===== src/core/mcu_reset_regs.vh =====
`ifndef MCU_RESET_REGS_VH
`define MCU_RESET_REGS_VH

// Clock period of pclk in ns
`define CLK_PERIOD_NS      4

// Start-up and qualification times in ns
`define POR_DELAY_NS       50000000
`define PIN_DELAY_NS       16700000
`define LVR_QUAL_NS        100000

// Times above as whole pclk cycles, sized for the 24-bit timer
`define POR_DELAY_CYC      24'hBEBC20
`define PIN_DELAY_CYC      24'h3FB498
`define LVR_QUAL_CYC       24'h0061A8

// Low-speed RC ticks from qualified low supply to reset
`define LVR_TICKS          2'h2

// Register byte offsets
`define OFS_PIN_SEL        8'h00
`define OFS_SYSTEM_MODE_CONTROL_1          8'h04
`define OFS_STATUS         8'h08

// Reset pin select values
`define PSEL_RST           8'h55
`define PSEL_KEY_PORT      8'h55
`define PSEL_KEY_RES       8'hAA
`define PSEL_WMASK         8'hFF

// System mode control 1 fields
`define SM1_RST            8'h00
`define SM1_WMASK          8'h88
`define SM1_LOW_VOLTAGE_RESET_FLAG           2
`define SM1_WRF            0

// Status register fields
`define STS_TO             0
`define STS_PDF            1
`define STS_PIN_RES        2
`define STS_LVR_EN         3
`define STS_HOLD           4

`endif


===== src/core/startup_timer.v =====
`timescale 1ns/1ps
`default_nettype none

module startup_timer (
    // Clock and reset
    input  wire        clk,
    input  wire        rst_n,
    // Load request
    input  wire        start,
    input  wire [23:0] load_value,
    // Count-out pulse
    output wire        done
);

    reg  [23:0] count_ff;   // Cycles still to wait
    reg         done_ff;    // High one cycle at count-out
    wire [23:0] load_min;   // Load value, never below one

    // A zero load would never count out
    assign load_min = (load_value == 24'h000000) ? 24'h000001 : load_value;
    assign done     = done_ff;

    // Down counter, reloaded by start
    always @(posedge clk or negedge rst_n) begin
        if (!rst_n) begin
            count_ff <= 24'h000000;
            done_ff  <= 1'b0;
        end else if (start) begin
            // Restart wins over a running count
            count_ff <= load_min;
            done_ff  <= 1'b0;
        end else if (count_ff != 24'h000000) begin
            count_ff <= count_ff - 24'h000001;
            done_ff  <= (count_ff == 24'h000001);
        end else begin
            done_ff  <= 1'b0;
        end
    end

endmodule

`default_nettype wire


===== src/core/mcu_reset_sequencer.v =====
// The address map and the APB slave port were left to the implementer.
`timescale 1ns/1ps
`default_nettype none

`include "mcu_reset_regs.vh"

module mcu_reset_sequencer #(
    parameter [23:0] POR_DELAY_CYC = `POR_DELAY_CYC,
    parameter [23:0] PIN_DELAY_CYC = `PIN_DELAY_CYC,
    parameter [23:0] LVR_QUAL_CYC  = `LVR_QUAL_CYC
) (
    // Clock and power-on reset
    input  wire        pclk,
    input  wire        presetn,
    // APB slave
    input  wire        psel,
    input  wire        penable,
    input  wire        pwrite,
    input  wire [7:0]  paddr,
    input  wire [31:0] pwdata,
    output wire [31:0] prdata,
    output wire        pready,
    output wire        pslverr,
    // Pins and supply monitor
    input  wire        external_reset_pin_n,
    input  wire        supply_low,
    input  wire        low_speed_rc_tick,
    // Core events
    input  wire        sleep_idle_mode,
    input  wire        watchdog_timeout,
    input  wire        watchdog_ctrl_soft_reset,
    input  wire        halt_exec,
    input  wire        clear_wdt_exec,
    // Reset outputs to core
    output wire        core_hold,
    output wire        cold_reset,
    output wire        pc_sp_clear,
    output wire        wdt_restart,
    output wire        lvr_monitor_en,
    output wire        pin_is_reset,
    // Reset flags
    output wire        watchdog_timeout_flag,
    output wire        power_down_flag
);

    // One-hot sequencer states
    localparam [3:0] ST_RUN   = 4'h1;   // Executing
    localparam [3:0] ST_PIN   = 4'h2;   // Reset pin held low
    localparam [3:0] ST_DELAY = 4'h4;   // Start-up timer running
    localparam [3:0] ST_LVRW  = 4'h8;   // Waiting low-speed ticks

    reg  [3:0]  state_ff;               // Sequencer state
    reg  [3:0]  nxt_state;              // Next state
    reg         por_pending_ff;         // Power-on delay not yet started
    reg         tmr_start_ff;           // Start-up timer load strobe
    reg  [23:0] tmr_load_ff;            // Start-up timer load value
    reg         nxt_start;              // Next load strobe
    reg  [23:0] nxt_load;               // Next load value
    wire        tmr_done;               // Start-up timer count-out

    reg         core_hold_ff;           // Execution inhibited
    reg         cold_reset_ff;          // Power-on reset in progress
    reg         pc_sp_clear_ff;         // PC and SP clear pulse
    reg         wdt_restart_ff;         // Watchdog clear pulse
    reg         lvr_en_ff;              // Supply monitor enabled
    reg  [23:0] lvr_cnt_ff;             // Low supply duration
    reg  [1:0]  lvr_tick_ff;            // Ticks seen after qualify

    reg  [7:0]  pin_sel_ff;             // Reset pin select
    reg         pin_is_reset_ff;        // Pin select holds reset key
    reg  [7:0]  system_mode_control_1_ff;               // System mode control 1
    reg         to_flag_ff;             // Watchdog time-out flag
    reg         pdf_flag_ff;            // Power-down flag

    reg  [31:0] prdata_ff;              // Read data
    reg         pready_ff;              // Access answer
    reg         pslverr_ff;             // Unmapped access
    reg  [31:0] rd_mux;                 // Read data source

    wire        pin_low;                // Pin acting as reset and low
    wire        lvr_qual;               // Low supply lasted long enough
    wire        lvr_fire;               // Low-voltage reset now
    wire        wdt_full;               // Watchdog reset in normal mode
    wire        wdt_sleep;              // Watchdog reset in sleep or idle
    wire        full_evt;               // Any delayed full reset
    wire        apb_acc;                // Access phase
    wire        apb_wr;                 // Write takes effect
    wire        hit_sel;                // Pin select addressed
    wire        hit_system_mode_control_1;              // Mode control addressed
    wire        hit_sts;                // Status addressed
    wire        pin_release;            // Pin reset just ended

    // Start-up timer shared by all sources
    startup_timer u_startup_timer (
        .clk        (pclk),
        .rst_n      (presetn),
        .start      (tmr_start_ff),
        .load_value (tmr_load_ff),
        .done       (tmr_done)
    );

    // Pin only acts as reset under its key
    assign pin_low = (pin_sel_ff == `PSEL_KEY_RES) & ~external_reset_pin_n;
    assign pin_release = (state_ff == ST_PIN) & ~pin_low;

    // Long enough low supply is qualified
    assign lvr_qual = lvr_en_ff & supply_low & (lvr_cnt_ff >= LVR_QUAL_CYC);

    // Reset fires on the second tick after qualify
    assign lvr_fire = (state_ff == ST_LVRW) & low_speed_rc_tick &
                      (lvr_tick_ff == (`LVR_TICKS - 2'h1));

    // Watchdog time-out split by power mode
    assign wdt_full  = watchdog_timeout & ~sleep_idle_mode;
    assign wdt_sleep = watchdog_timeout & sleep_idle_mode & (state_ff == ST_RUN);

    // Sources that end in a start-up delay
    assign full_evt = lvr_fire | wdt_full | watchdog_ctrl_soft_reset;

    // State and timer load selection
    always @* begin
        nxt_state = state_ff;
        nxt_start = 1'b0;
        nxt_load  = tmr_load_ff;
        if (pin_low) begin
            // Pin held low overrides everything
            nxt_state = ST_PIN;
        end else if (full_evt) begin
            // Low-voltage and watchdog restart the delay
            nxt_state = ST_DELAY;
            nxt_start = 1'b1;
            nxt_load  = lvr_fire ? POR_DELAY_CYC : PIN_DELAY_CYC;
        end else begin
            case (state_ff)
                ST_RUN: begin
                    // Running, watch the supply
                    if (lvr_qual) begin
                        nxt_state = ST_LVRW;
                    end
                end
                ST_PIN: begin
                    // Pin released, extra delay
                    nxt_state = ST_DELAY;
                    nxt_start = 1'b1;
                    nxt_load  = por_pending_ff ? POR_DELAY_CYC : PIN_DELAY_CYC;
                end
                ST_DELAY: begin
                    if (por_pending_ff) begin
                        // First cycle after power-on
                        nxt_start = 1'b1;
                        nxt_load  = POR_DELAY_CYC;
                    end else if (lvr_qual) begin
                        nxt_state = ST_LVRW;
                    end else if (tmr_done) begin
                        nxt_state = ST_RUN;
                    end
                end
                ST_LVRW: begin
                    // Qualified, wait for the ticks
                    nxt_state = ST_LVRW;
                end
                default: begin
                    nxt_state = ST_DELAY;
                end
            endcase
        end
    end

    // Sequencer registers and reset outputs
    always @(posedge pclk or negedge presetn) begin
        if (!presetn) begin
            state_ff       <= ST_DELAY;
            por_pending_ff <= 1'b1;
            tmr_start_ff   <= 1'b0;
            tmr_load_ff    <= 24'h000000;
            core_hold_ff   <= 1'b1;
            cold_reset_ff  <= 1'b1;
            pc_sp_clear_ff <= 1'b1;
            wdt_restart_ff <= 1'b0;
        end else begin
            state_ff     <= nxt_state;
            tmr_start_ff <= nxt_start;
            tmr_load_ff  <= nxt_load;
            // Pending ends once a delay is loaded
            if (nxt_start) begin
                por_pending_ff <= 1'b0;
            end
            // Hold through pin, delay, and wait from delay
            core_hold_ff <= (nxt_state == ST_PIN) | (nxt_state == ST_DELAY) |
                            ((nxt_state == ST_LVRW) & core_hold_ff);
            // Cold state only until the first release
            if (nxt_state == ST_RUN) begin
                cold_reset_ff <= 1'b0;
            end
            // PC and SP cleared on every reset entry
            pc_sp_clear_ff <= full_evt | wdt_sleep |
                              (pin_low & (state_ff != ST_PIN));
            // Watchdog restarts at release
            wdt_restart_ff <= (state_ff != ST_RUN) & (nxt_state == ST_RUN);
        end
    end

    // Supply monitor enable and qualify counter
    always @(posedge pclk or negedge presetn) begin
        if (!presetn) begin
            lvr_en_ff   <= 1'b1;
            lvr_cnt_ff  <= 24'h000000;
            lvr_tick_ff <= 2'h0;
        end else begin
            // On in normal and slow, off in sleep
            lvr_en_ff <= ~sleep_idle_mode;
            // Short dips restart the count
            if (!lvr_en_ff || !supply_low || (state_ff == ST_LVRW)) begin
                lvr_cnt_ff <= 24'h000000;
            end else if (lvr_cnt_ff < LVR_QUAL_CYC) begin
                lvr_cnt_ff <= lvr_cnt_ff + 24'h000001;
            end
            // Count ticks while waiting
            if (state_ff != ST_LVRW) begin
                lvr_tick_ff <= 2'h0;
            end else if (low_speed_rc_tick) begin
                lvr_tick_ff <= lvr_tick_ff + 2'h1;
            end
        end
    end

    // APB decode
    assign apb_acc   = psel & penable;
    assign apb_wr    = apb_acc & pwrite & pready_ff;
    assign hit_sel   = (paddr == `OFS_PIN_SEL);
    assign hit_system_mode_control_1 = (paddr == `OFS_SYSTEM_MODE_CONTROL_1);
    assign hit_sts   = (paddr == `OFS_STATUS);

    // Reset pin select register
    always @(posedge pclk or negedge presetn) begin
        if (!presetn) begin
            pin_sel_ff      <= `PSEL_RST;
            pin_is_reset_ff <= 1'b0;
        end else if (full_evt | pin_release) begin
            // Restored by all but sleep watchdog
            pin_sel_ff      <= `PSEL_RST;
            pin_is_reset_ff <= 1'b0;
        end else if (apb_wr & hit_sel) begin
            // Every bit writable, so both keys can be reached
            pin_sel_ff <= (pwdata[7:0] & `PSEL_WMASK) | (pin_sel_ff & ~`PSEL_WMASK);
            pin_is_reset_ff <= ((pwdata[7:0] & `PSEL_WMASK) |
                                (pin_sel_ff & ~`PSEL_WMASK)) == `PSEL_KEY_RES;
        end
    end

    // System mode control 1, flags set over clear
    always @(posedge pclk or negedge presetn) begin
        if (!presetn) begin
            system_mode_control_1_ff <= `SM1_RST;
        end else begin
            if (apb_wr & hit_system_mode_control_1) begin
                // Plain bits 7 and 3
                system_mode_control_1_ff[7] <= pwdata[7];
                system_mode_control_1_ff[3] <= pwdata[3];
            end
            // Low-voltage flag: set by reset, clear-only
            if (lvr_fire) begin
                system_mode_control_1_ff[`SM1_LOW_VOLTAGE_RESET_FLAG] <= 1'b1;
            end else if (apb_wr & hit_system_mode_control_1) begin
                system_mode_control_1_ff[`SM1_LOW_VOLTAGE_RESET_FLAG] <= system_mode_control_1_ff[`SM1_LOW_VOLTAGE_RESET_FLAG] & pwdata[`SM1_LOW_VOLTAGE_RESET_FLAG];
            end
            // Soft reset flag: set by control reset, clear-only
            if (watchdog_ctrl_soft_reset) begin
                system_mode_control_1_ff[`SM1_WRF] <= 1'b1;
            end else if (apb_wr & hit_system_mode_control_1) begin
                system_mode_control_1_ff[`SM1_WRF] <= system_mode_control_1_ff[`SM1_WRF] & pwdata[`SM1_WRF];
            end
            // Unimplemented bits stay zero
            system_mode_control_1_ff[6:4] <= 3'h0;
            system_mode_control_1_ff[1]   <= 1'b0;
        end
    end

    // Time-out and power-down flags
    always @(posedge pclk or negedge presetn) begin
        if (!presetn) begin
            // Power-on clears both
            to_flag_ff  <= 1'b0;
            pdf_flag_ff <= 1'b0;
        end else begin
            // Time-out set by either watchdog reset
            if (watchdog_timeout) begin
                to_flag_ff <= 1'b1;
            end else if (halt_exec | clear_wdt_exec) begin
                to_flag_ff <= 1'b0;
            end
            // Power-down set by halt or sleep time-out
            if (halt_exec | wdt_sleep) begin
                pdf_flag_ff <= 1'b1;
            end else if (clear_wdt_exec) begin
                pdf_flag_ff <= 1'b0;
            end
        end
    end

    // Read data source
    always @* begin
        rd_mux = 32'h00000000;
        if (hit_sel) begin
            rd_mux[7:0] = pin_sel_ff;
        end else if (hit_system_mode_control_1) begin
            rd_mux[7:0] = system_mode_control_1_ff;
        end else if (hit_sts) begin
            rd_mux[`STS_TO]      = to_flag_ff;
            rd_mux[`STS_PDF]     = pdf_flag_ff;
            rd_mux[`STS_PIN_RES] = (pin_sel_ff == `PSEL_KEY_RES);
            rd_mux[`STS_LVR_EN]  = lvr_en_ff;
            rd_mux[`STS_HOLD]    = core_hold_ff;
        end
    end

    // APB answer one cycle into the access phase
    always @(posedge pclk or negedge presetn) begin
        if (!presetn) begin
            pready_ff  <= 1'b0;
            pslverr_ff <= 1'b0;
            prdata_ff  <= 32'h00000000;
        end else begin
            pready_ff  <= apb_acc & ~pready_ff;
            pslverr_ff <= apb_acc & ~pready_ff & ~(hit_sel | hit_system_mode_control_1 | hit_sts);
            if (apb_acc & ~pready_ff & ~pwrite) begin
                prdata_ff <= rd_mux;
            end
        end
    end

    // Outputs straight from registers
    assign prdata                = prdata_ff;
    assign pready                = pready_ff;
    assign pslverr               = pslverr_ff;
    assign core_hold             = core_hold_ff;
    assign cold_reset            = cold_reset_ff;
    assign pc_sp_clear           = pc_sp_clear_ff;
    assign wdt_restart           = wdt_restart_ff;
    assign lvr_monitor_en        = lvr_en_ff;
    assign pin_is_reset          = pin_is_reset_ff;
    assign watchdog_timeout_flag = to_flag_ff;
    assign power_down_flag       = pdf_flag_ff;

endmodule

`default_nettype wire


===== config.mk =====
export PLATFORM = sky130hd
export DESIGN_NAME = mcu_reset_sequencer
export DESIGN_NICKNAME = d
export VERILOG_FILES = /design/src/core/startup_timer.v /design/src/core/mcu_reset_sequencer.v
export VERILOG_INCLUDE_DIRS = /design/src /design/src/core
export SDC_FILE = /design/constraint.sdc
export NUM_CORES = 1
export LEC_CHECK = 0
export CORE_MARGIN = 2
export CORE_UTILIZATION = 35
export DETAILED_ROUTE_END_ITERATION = 10
export DONT_BUFFER_PORTS = 1
export SLEW_MARGIN = 20
export SYNTH_ARGS = -nofsm -noshare
export SYNTH_HDL_FRONTEND = slang
export SYNTH_HIERARCHICAL = 1
export SYNTH_SLANG_ARGS = --single-unit

===== constraint.sdc =====
create_clock -name pclk -period 2.05 [get_ports pclk]
set_clock_uncertainty 0.15 [all_clocks]
set_input_delay 0.1025 -clock pclk [delete_from_list [all_inputs] [get_ports pclk]]
set_output_delay 0.1025 -clock pclk [all_outputs]
set_load 0.005 [all_outputs]

==> results.md, run 1 <==
- Status: complete, but fails checks
- Violated checks: negative hold slack, negative setup slack
- Drt total wl: 11,970 µm
- Fin Setup TNS: -1.568 ns
- Crit Path Category: register to register
- Max Freq: 457.8 MHz
- Post-synth EDFFs: 0
- Routed len/inst: 15.11 µm
- CTS Buf Count: 9
- Max Cap Viol: 0
- Clock Power Share: 40.9%
- Initial Util: 35.59%
- Post-synthesis sequential area ratio: between 40% and 50%
- Total global routing overflow: 0
- Yosys top cell by area: dfrtp_1
- CTS clk-pin slew, worst paths: 0.07 ns
- Worst path slowest cell: or4_4
- # DRC: 0
- Count of final setup violators: 21
- CP endpoint kind: register
- Max-slew violation count: 0
- Ports: 95
- Main flop type after synthesis: dfrtp_1
- Initial antenna violation count: 0
- Worst skew pair latency: 0.34 ns
- Most frequent cells in the layout: dfrtp_1, buf_4, nand2_1
- Row Count: 43
- Endpoints failing hold: 90
- # H-tree levels: 3
- TritonCTS clock tree: yes
- Mean Syn Cell Area: a little under 10 µm²
- Switching power: 0.001025 W
- Number of global-route vias before repair: 4,039
- Sequential Power Share: 47.2%
- #FFs+latches synth: 90
- 1st-iter DRT viols: 330
- Core area: approximately 14,000 µm²
- Syn-to-layout area delta: 29.86%
- Die Y: ~120 µm
- Ratio of cells with drive above 1 in the final layout: 25.33%
- Adder-cell share of the synthesized area: 1.531%
- Worst slew pin tran: 0.6389 ns
- Via count: 4,011
- XOR/XNOR share of the synthesized area: 4.824%
- Multiplexer share of the synthesized area: 2.374%
- Async set-or-reset flop fraction in the synthesized netlist: between 90% and 100%
- Setup WS pre-CTS: -0.1915 ns
- Synth top area share: 40.84%
- Commonest non-fill, non-tap cell in the layout: dfrtp_1
- Crit path largest cell delay: a little over 0.6 ns
- Largest net degree at the start of global routing: 91
- Nets: 666
- CP required: 2.17 ns
- Synth cell types: 71
- DP Cell Count: 742
- Fin cells: between 700 and 800
- First-pass GRT wire length: 19,690 µm
- Gpl congestion: 0.9175
- # diodes: 0
- Crit path launch type: register
- Post-route cell area: 6366 µm²
- Port-buffer cells: 0
- Tot Pwr: 0.004067 W
- Post-DP Area: 5454 µm²
- Compound-Gate Fraction of Synth Area: 11.54%
- Layout fillers: 1,310
- Die area: 14,970 µm²
- Simple-gate share of the synthesized area: 27.18%
- Hold Path Class: input port to async pin
- Chip Width: 122.4 µm
- Logic pwr share: between 10% and 20%
- Hold WS: -0.7054 ns
- Slew headroom: between 50% and 60%
- Unrepaired setup endpoints after global routing: true
- TritonCTS Sinks: 90
- Max VDD drop: 0.0003601 V
- Worst Slack Setup Final: -0.1343 ns
- Worst path arrival time: 2.31 ns
- Crit path cell chain: or4_4 > nor4_4 > nand2_1 > or3_4 > a21oi_2
- Largest family of logic cells by synthesized area: simple AND/OR/NAND/NOR gates
- DRT Pass-1 Iters: 5
- Synthesized instance count: 508
- Final min period: 2.184 ns
- Final ANT Viol Nets: 0
- Root Driver: clkbuf_16
- Mapped Area: 4902 µm²
- Internal: 0.003041 W
- Area contributors post-synth: dfrtp_1, dfstp_2, nor2_1, nand2_1, buf_4
- Worst-path maximum fanout: 5
- Vias per Instance: 5.064
- Tcrit/Tclk final: 106.5%
- CTS hold repair buffers: 24
- Gr usage total: 16.64%
- Detailed placer's ending HPWL: 8108 µm
- Clock Path Buffers: 2
- Pwr/cell area: 638.8 nW/µm²
- Net Sw Frac: between 20% and 30%
- P_leak: approximately 2.7 nW
- Synth warnings: 6
sequential cells by signal (all words and copies together) (netlist names), 2 cells and up:
signal	count
lvr_cnt_ff	24
lvr_tick_ff	2
pin_sel_ff	8
prdata	8
state_ff	4
system_mode_control_1_ff	4
tmr_load_ff	3
u_startup_timer/count_ff	24
power groups by stage:
stage	Sequential, W	Combinational, W	Clock (W)
5_1_grt	0.00193	0.000530	0.00179
6_report	0.00192	0.000485	0.00166
4_1_cts	0.00191	0.000417	0.00172
2_1_floorplan	0.00194	0.000266	0
3_3_place_gp	0.00194	0.000350	0
3_5_place_dp	0.00194	0.000361	0
logic make-up (layout without fill, tap and decap cells):
logic type      after synthesis  count (layout)
fa+ha+maj                     6               6
buf+inv                      54             119
other cells                   1              40
mux                          11              11
xor+xnor                     27              27
flops                        90              90
compound gates               85              85
simple gates                234             234
cell type report:
type	count	area (µm²)	area share, %
clock buffer	9	225.2	3.538
clock inverter	7	77.57	1.219
inverter	14	52.55	0.8255
multi-input combinational	403	2738	43.00
sequential	90	2265	35.57
tap	180	225.2	3.538
timing repair buffer	89	783.3	12.30
final timing paths:
kind | slack, ns | from | end | depth (start not counted)
setup / recovery | -0.13 | u_startup_timer/count_ff[4] | u_startup_timer/count_ff[16] | 5
hold / removal | -0.71 | presetn | prdata[6] | 0
setup reg to reg | -0.13 | u_startup_timer/count_ff[4] | u_startup_timer/count_ff[16] | 5
hold reg to reg | 0.31 | u_startup_timer/done | core_hold | 1
max in group asynchronous | 2.22 | presetn | cold_reset | 0
min in group pclk | 0.04 | paddr[1] | prdata[2] | 4
cell usage after synthesis (2+ instances only):
| cell type | n |
|---|---|
| dfrtp_1 | 80 |
| nor2_1 | 53 |
| nand2_1 | 49 |
| a21oi_1 | 29 |
| buf_4 | 24 |
| nor3_1 | 21 |
| xnor2_1 | 19 |
| nand3_1 | 18 |
| nor2b_1 | 15 |
| inv_1 | 14 |
| o21ai_0 | 14 |
| and2_1 | 12 |
| nor4_1 | 12 |
| dfstp_2 | 10 |
| clkbuf_1 | 9 |
| or3_1 | 9 |
| xor2_1 | 8 |
| ha_1 | 6 |
| mux2i_1 | 6 |
| o21a_1 | 6 |
| o31ai_1 | 6 |
| a22o_1 | 5 |
| buf_2 | 5 |
| mux2_2 | 5 |
| nand4_1 | 5 |
| or4_1 | 5 |
| a21o_1 | 4 |
| and3_1 | 4 |
| nor4_2 | 4 |
| a31oi_1 | 3 |
| a32oi_1 | 2 |
| nand2b_1 | 2 |
| nand4bb_1 | 2 |
| nor4_4 | 2 |
| nor4bb_1 | 2 |
| o211ai_1 | 2 |
| o21ai_1 | 2 |
through the flow:
stage	util, %	hold WS, ns
final	46.22	-0.7054
after floorplan	-	-0.3431
after global routing	46.22	-0.7320
after global placement	39.60	-0.3413
after detailed placement	39.60	-0.3397
after CTS	43.90	-0.7220
critical path: cells and delay by family, from the launching register on:
kind,cells,cell delay (ns)
flip-flops,1,0.40
AND/OR/NAND/NOR,4,1.41
AO/OA/AOI/OAI,1,0.14
routing by layer:
layer	part of all wire, %	global-route usage, %	routed length, µm	vias to the layer above
li1	-	-	-	1939
met3	4.4	5.019	524	6
met2	50	27.47	6039	75
met4	0.58	4.670	70	0
met5	0	0	0	-
met1	45	21.14	5332	1991
what timing repair did:
item | in CTS | in global routing
gates resized for setup | 9 | 49
setup buffers | 1 | 9
endpoints found under the hold margin | 128 | 90
pin swaps | 5 | 21
setup endpoints to repair | 23 | 38
Power figures use the tool's default switching activity.
==> run 2: changes to the inputs <==
--- a/config.mk
+++ b/config.mk
@@ -6,6 +6,8 @@
 export SDC_FILE = /design/constraint.sdc
 export NUM_CORES = 1
 export LEC_CHECK = 0
+export ABC_AREA = 1
+export CORE_ASPECT_RATIO = 0.9
 export CORE_MARGIN = 2
 export CORE_UTILIZATION = 35
 export DETAILED_ROUTE_END_ITERATION = 10
==> run 2 against run 1 <==
Core utilization down 5.3 points. Wire length fell by 4.1%. Critical endpoint is now system_mode_control_1_ff[0]. Die area rose by 6.0%. The flow finishes with violations (negative hold slack). Worst setup slack improved by 0.25 ns. Final area shrank 6.0%.
==> results.md, run 2 <==
- Row Count: 42 (was 43)
- Crit path largest cell delay: 0.55 ns (was 0.62 ns)
- Clock Path Buffers: 2 (unchanged)
- CP delay by family, top: buffers and inverters (was simple AND/OR/NAND/NOR gates)
- Post-synth top cells: nand2_1, nor2_1, inv_1 (was dfrtp_1, nor2_1, nand2_1)
- Most frequent cells in the layout: nand2_1, nor2_1, inv_1 (was dfrtp_1, buf_4, nand2_1)
- CP endpoint kind: register (unchanged)
- #FFs+latches synth: 90 (unchanged)
- # diodes: 0 (unchanged)
- Mapped Area: 5209 µm² (was 4902 µm²)
- Status: complete, but fails checks (unchanged)
- Fin cells: 931 (was 792)
- Yosys top cell by area: dfrtp_1 (unchanged)
- Global Route met2 Usage: 23.32% (was 27.47%)
- Ports: 95 (unchanged)
- Async set-or-reset flop fraction in the synthesized netlist: 100.0% (unchanged)
- P_leak: 2.789 nW (was 2.693 nW)
- Synth cell types: 46 (was 71)
- Grt peak-use layer: met2 (unchanged)
- Crit Path Category: register to register (unchanged)
- Worst path arrival time: 2.02 ns (was 2.31 ns)
- Chip Width: 132.6 µm (was 122.4 µm)
- Area contributors post-synth: dfrtp_1, nand2_1, nor2_1, inv_1, nand3_1 (was dfrtp_1, dfstp_2, nor2_1, nand2_1, buf_4)
- Core area: 14,610 µm² (was 13,770 µm²)
- Via count: 4,302 (was 4,011)
- Max Cap Viol: 0 (unchanged)
- Max VDD drop: 0.0005037 V (was 0.0003601 V)
- Die area: 15,880 µm² (was 14,970 µm²)
- Commonest non-fill, non-tap cell in the layout: nand2_1 (was dfrtp_1)
- Gr usage total: 15.36% (was 16.64%)
- DRT Pass-1 Iters: 4 (was 5)
- Final min period: 1.934 ns (was 2.184 ns)
- # DRC: 0 (unchanged)
- Post-synthesis sequential area ratio: 43.48% (was 46.20%)
- TritonCTS Sinks: 90 (unchanged)
- Synth top area share: 38.43% (was 40.84%)
- Initial Util: 35.65% (was 35.59%)
- Port-buffer cells: 0 (unchanged)
- Critical path buffers and inverters: 2 (was 0)
- Drt total wl: 11,480 µm (was 11,970 µm)
- Largest net degree at the start of global routing: 91 (unchanged)
- Endpoints failing hold: 90 (unchanged)
- 1st-iter DRT viols: 277 (was 330)
- Initial antenna violation count: 0 (unchanged)
- Slew headroom: 59.66% (was 57.40%)
- CTS Buf Count: 9 (unchanged)
- Total global routing overflow: 0 (unchanged)
- Gpl congestion: 0.8567 (was 0.9175)
- Count leader, synth: nand2_1 (was dfrtp_1)
- Die Y: 119.7 µm (was 122.4 µm)
- Nets: 787 (was 666)
- Detailed placer's ending HPWL: 7958 µm (was 8108 µm)
- Crit path launch type: register (unchanged)
- Max Freq: 516.9 MHz (was 457.8 MHz)
- M1 GR Usage: 21.65% (was 21.14%)
- Synthesized instance count: 682 (was 508)
- Ratio of cells with drive above 1 in the final layout: 10.50% (was 25.33%)
- Worst path slowest cell: dlygate4sd3_1 (was or4_4)
- Routed len/inst: 12.33 µm (was 15.11 µm)
- Mean Syn Cell Area: 7.637 µm² (was 9.650 µm²)
- CP required: 2.14 ns (was 2.17 ns)
- Worst-path maximum fanout: 5 (unchanged)
- Crit-path most repeated cell: nand2_1
- First-pass GRT wire length: 19,580 µm (was 19,690 µm)
- WP depth: 6 (was 5)
- M3 GR Usage: 4.436% (was 5.019%)
- Max-slew violation count: 0 (unchanged)
- CTS clk-pin slew, worst paths: 0.07 ns (about the same)
- Violated checks: negative hold slack (was negative hold slack, negative setup slack)
- Count of final setup violators: 0 (was 21)
- Root Driver: clkbuf_16 (unchanged)
- Pwr/cell area: 678.0 nW/µm² (was 638.8 nW/µm²)
- Worst skew pair latency: 0.35 ns (was 0.34 ns)
- Fin Setup TNS: 0 ns (was -1.568 ns)
- Vias per Instance: 4.621 (was 5.064)
- TritonCTS clock tree: yes (unchanged)
- CTS hold repair buffers: 23 (was 24)
- Final ANT Viol Nets: 0 (unchanged)
- Top Registers: lvr_cnt_ff x24, u_startup_timer/count_ff x24 (unchanged)
- Worst R2R Path Depth: 6 (was 5)
- Number of global-route vias before repair: 4,003 (was 4,039)
- DP Cell Count: 889 (was 742)
- Worst slew pin tran: 0.6051 ns (was 0.6389 ns)
- Post-synth EDFFs: 0 (unchanged)
- Tcrit/Tclk final: 94.36% (was 106.5%)
- # H-tree levels: 3 (unchanged)
- Hold WS: -0.6991 ns (was -0.7054 ns)
- Hold Path Class: input port to async pin (unchanged)
- Synth warnings: 6 (unchanged)
- Main flop type after synthesis: dfrtp_1 (unchanged)
- Syn-to-layout area delta: 14.87% (was 29.86%)
- Unrepaired setup endpoints after global routing: true (unchanged)
- Crit path cell chain: nand4_1 > inv_1 > nand2_1 > o21ai_0 > nand2_1 > dlygate4sd3_1 (was or4_4 > nor4_4 > nand2_1 > or3_4 > a21oi_2)
==> run 2: cell types whose count changed after synthesis, sizes merged, moves of 34 or more <==
| cell | change |
|---|---|
| o21ai | +34 |
| nor2 | +57 |
| nand3 | +37 |
| inv | +84 |
| nand2 | +89 |
==> run 2: worst reg2reg max path: stages (launching register included) <==
cell and delay, ns:
dfrtp_1 0.38, nand4_1 0.27, inv_1 0.12, nand2_1 0.12, o21ai_0 0.17, nand2_1 0.06
dlygate4sd3_1 0.55
==> run 2: layout make-up <==
class                      count  area (µm²)
clock buffer                   9       225.2
clock inverter                 7       85.08
fill                        1488        8626
inverter                      99       372.9
multi-input combinational    497        2497
sequential                    90        2265
tap                          198       247.7
timing repair buffer          31       290.3
==> run 2: power by group <==
| part | switching [W] | internal, W |
|---|---|---|
| combinational | 0.000232 | 0.000146 |
| sequential | 0.0000823 | 0.00187 |
| clock | 0.000763 | 0.000967 |
==> run 2: cell families (layout without fill, tap and decap cells) <==
group / count (synthesis) / in the layout / share of synthesized area, %
xor+xnor: 14 / 14 / 2.354
fa+ha+maj: 6 / 6 / 1.441
flops: 90 / 90 / 43.48
buf+inv: 133 / 146 / 11.82
compound gates: 89 / 90 / 9.705
other cells: 1 / 38 / 0.07199
simple gates: 348 / 348 / 30.91
mux: 1 / 1 / 0.2162
==> run 2: timing repair <==
item / in CTS / in global routing
setup buffers: 0 / 2
hold endpoints to repair: 124 / 90
endpoints found under the setup margin: 0 / 19
resized for setup: 0 / 8
==> run 2: path summary, 6_finish.rpt <==
check / to / slack (ns) / from
max reg2reg: system_mode_control_1_ff[0] / 0.12 / pready
max: system_mode_control_1_ff[0] / 0.12 / pready
min in group pclk: pin_sel_ff[4] / 0.09 / paddr[0]
min reg2reg: cold_reset / 0.31 / cold_reset
min: u_startup_timer/count_ff[17] / -0.70 / presetn
max in group asynchronous: cold_reset / 2.21 / presetn
==> run 2: per-layer routing <==
metal	vias up	wire, µm
met2	92	5055
met3	10	565
li1	2219	-
met1	1981	5727
met5	-	0
met4	0	127
==> run 2: stage by stage <==
stage          cell area [µm²]  total power (W)  hold slack, ns  setup slack [ns]  util [%]
4_1_cts                   5938         0.004108         -0.7184           0.08823     40.65
6_report                  5983         0.004056         -0.6991            0.1155     40.96
3_5_place_dp              5398         0.002304         -0.3385            0.1033     36.95
5_1_grt                   5983         0.004254         -0.7277          0.004844     40.96
3_3_place_gp              5398         0.002304         -0.3389            0.1142     36.95
2_1_floorplan             5348         0.002263         -0.3431            0.3112         -
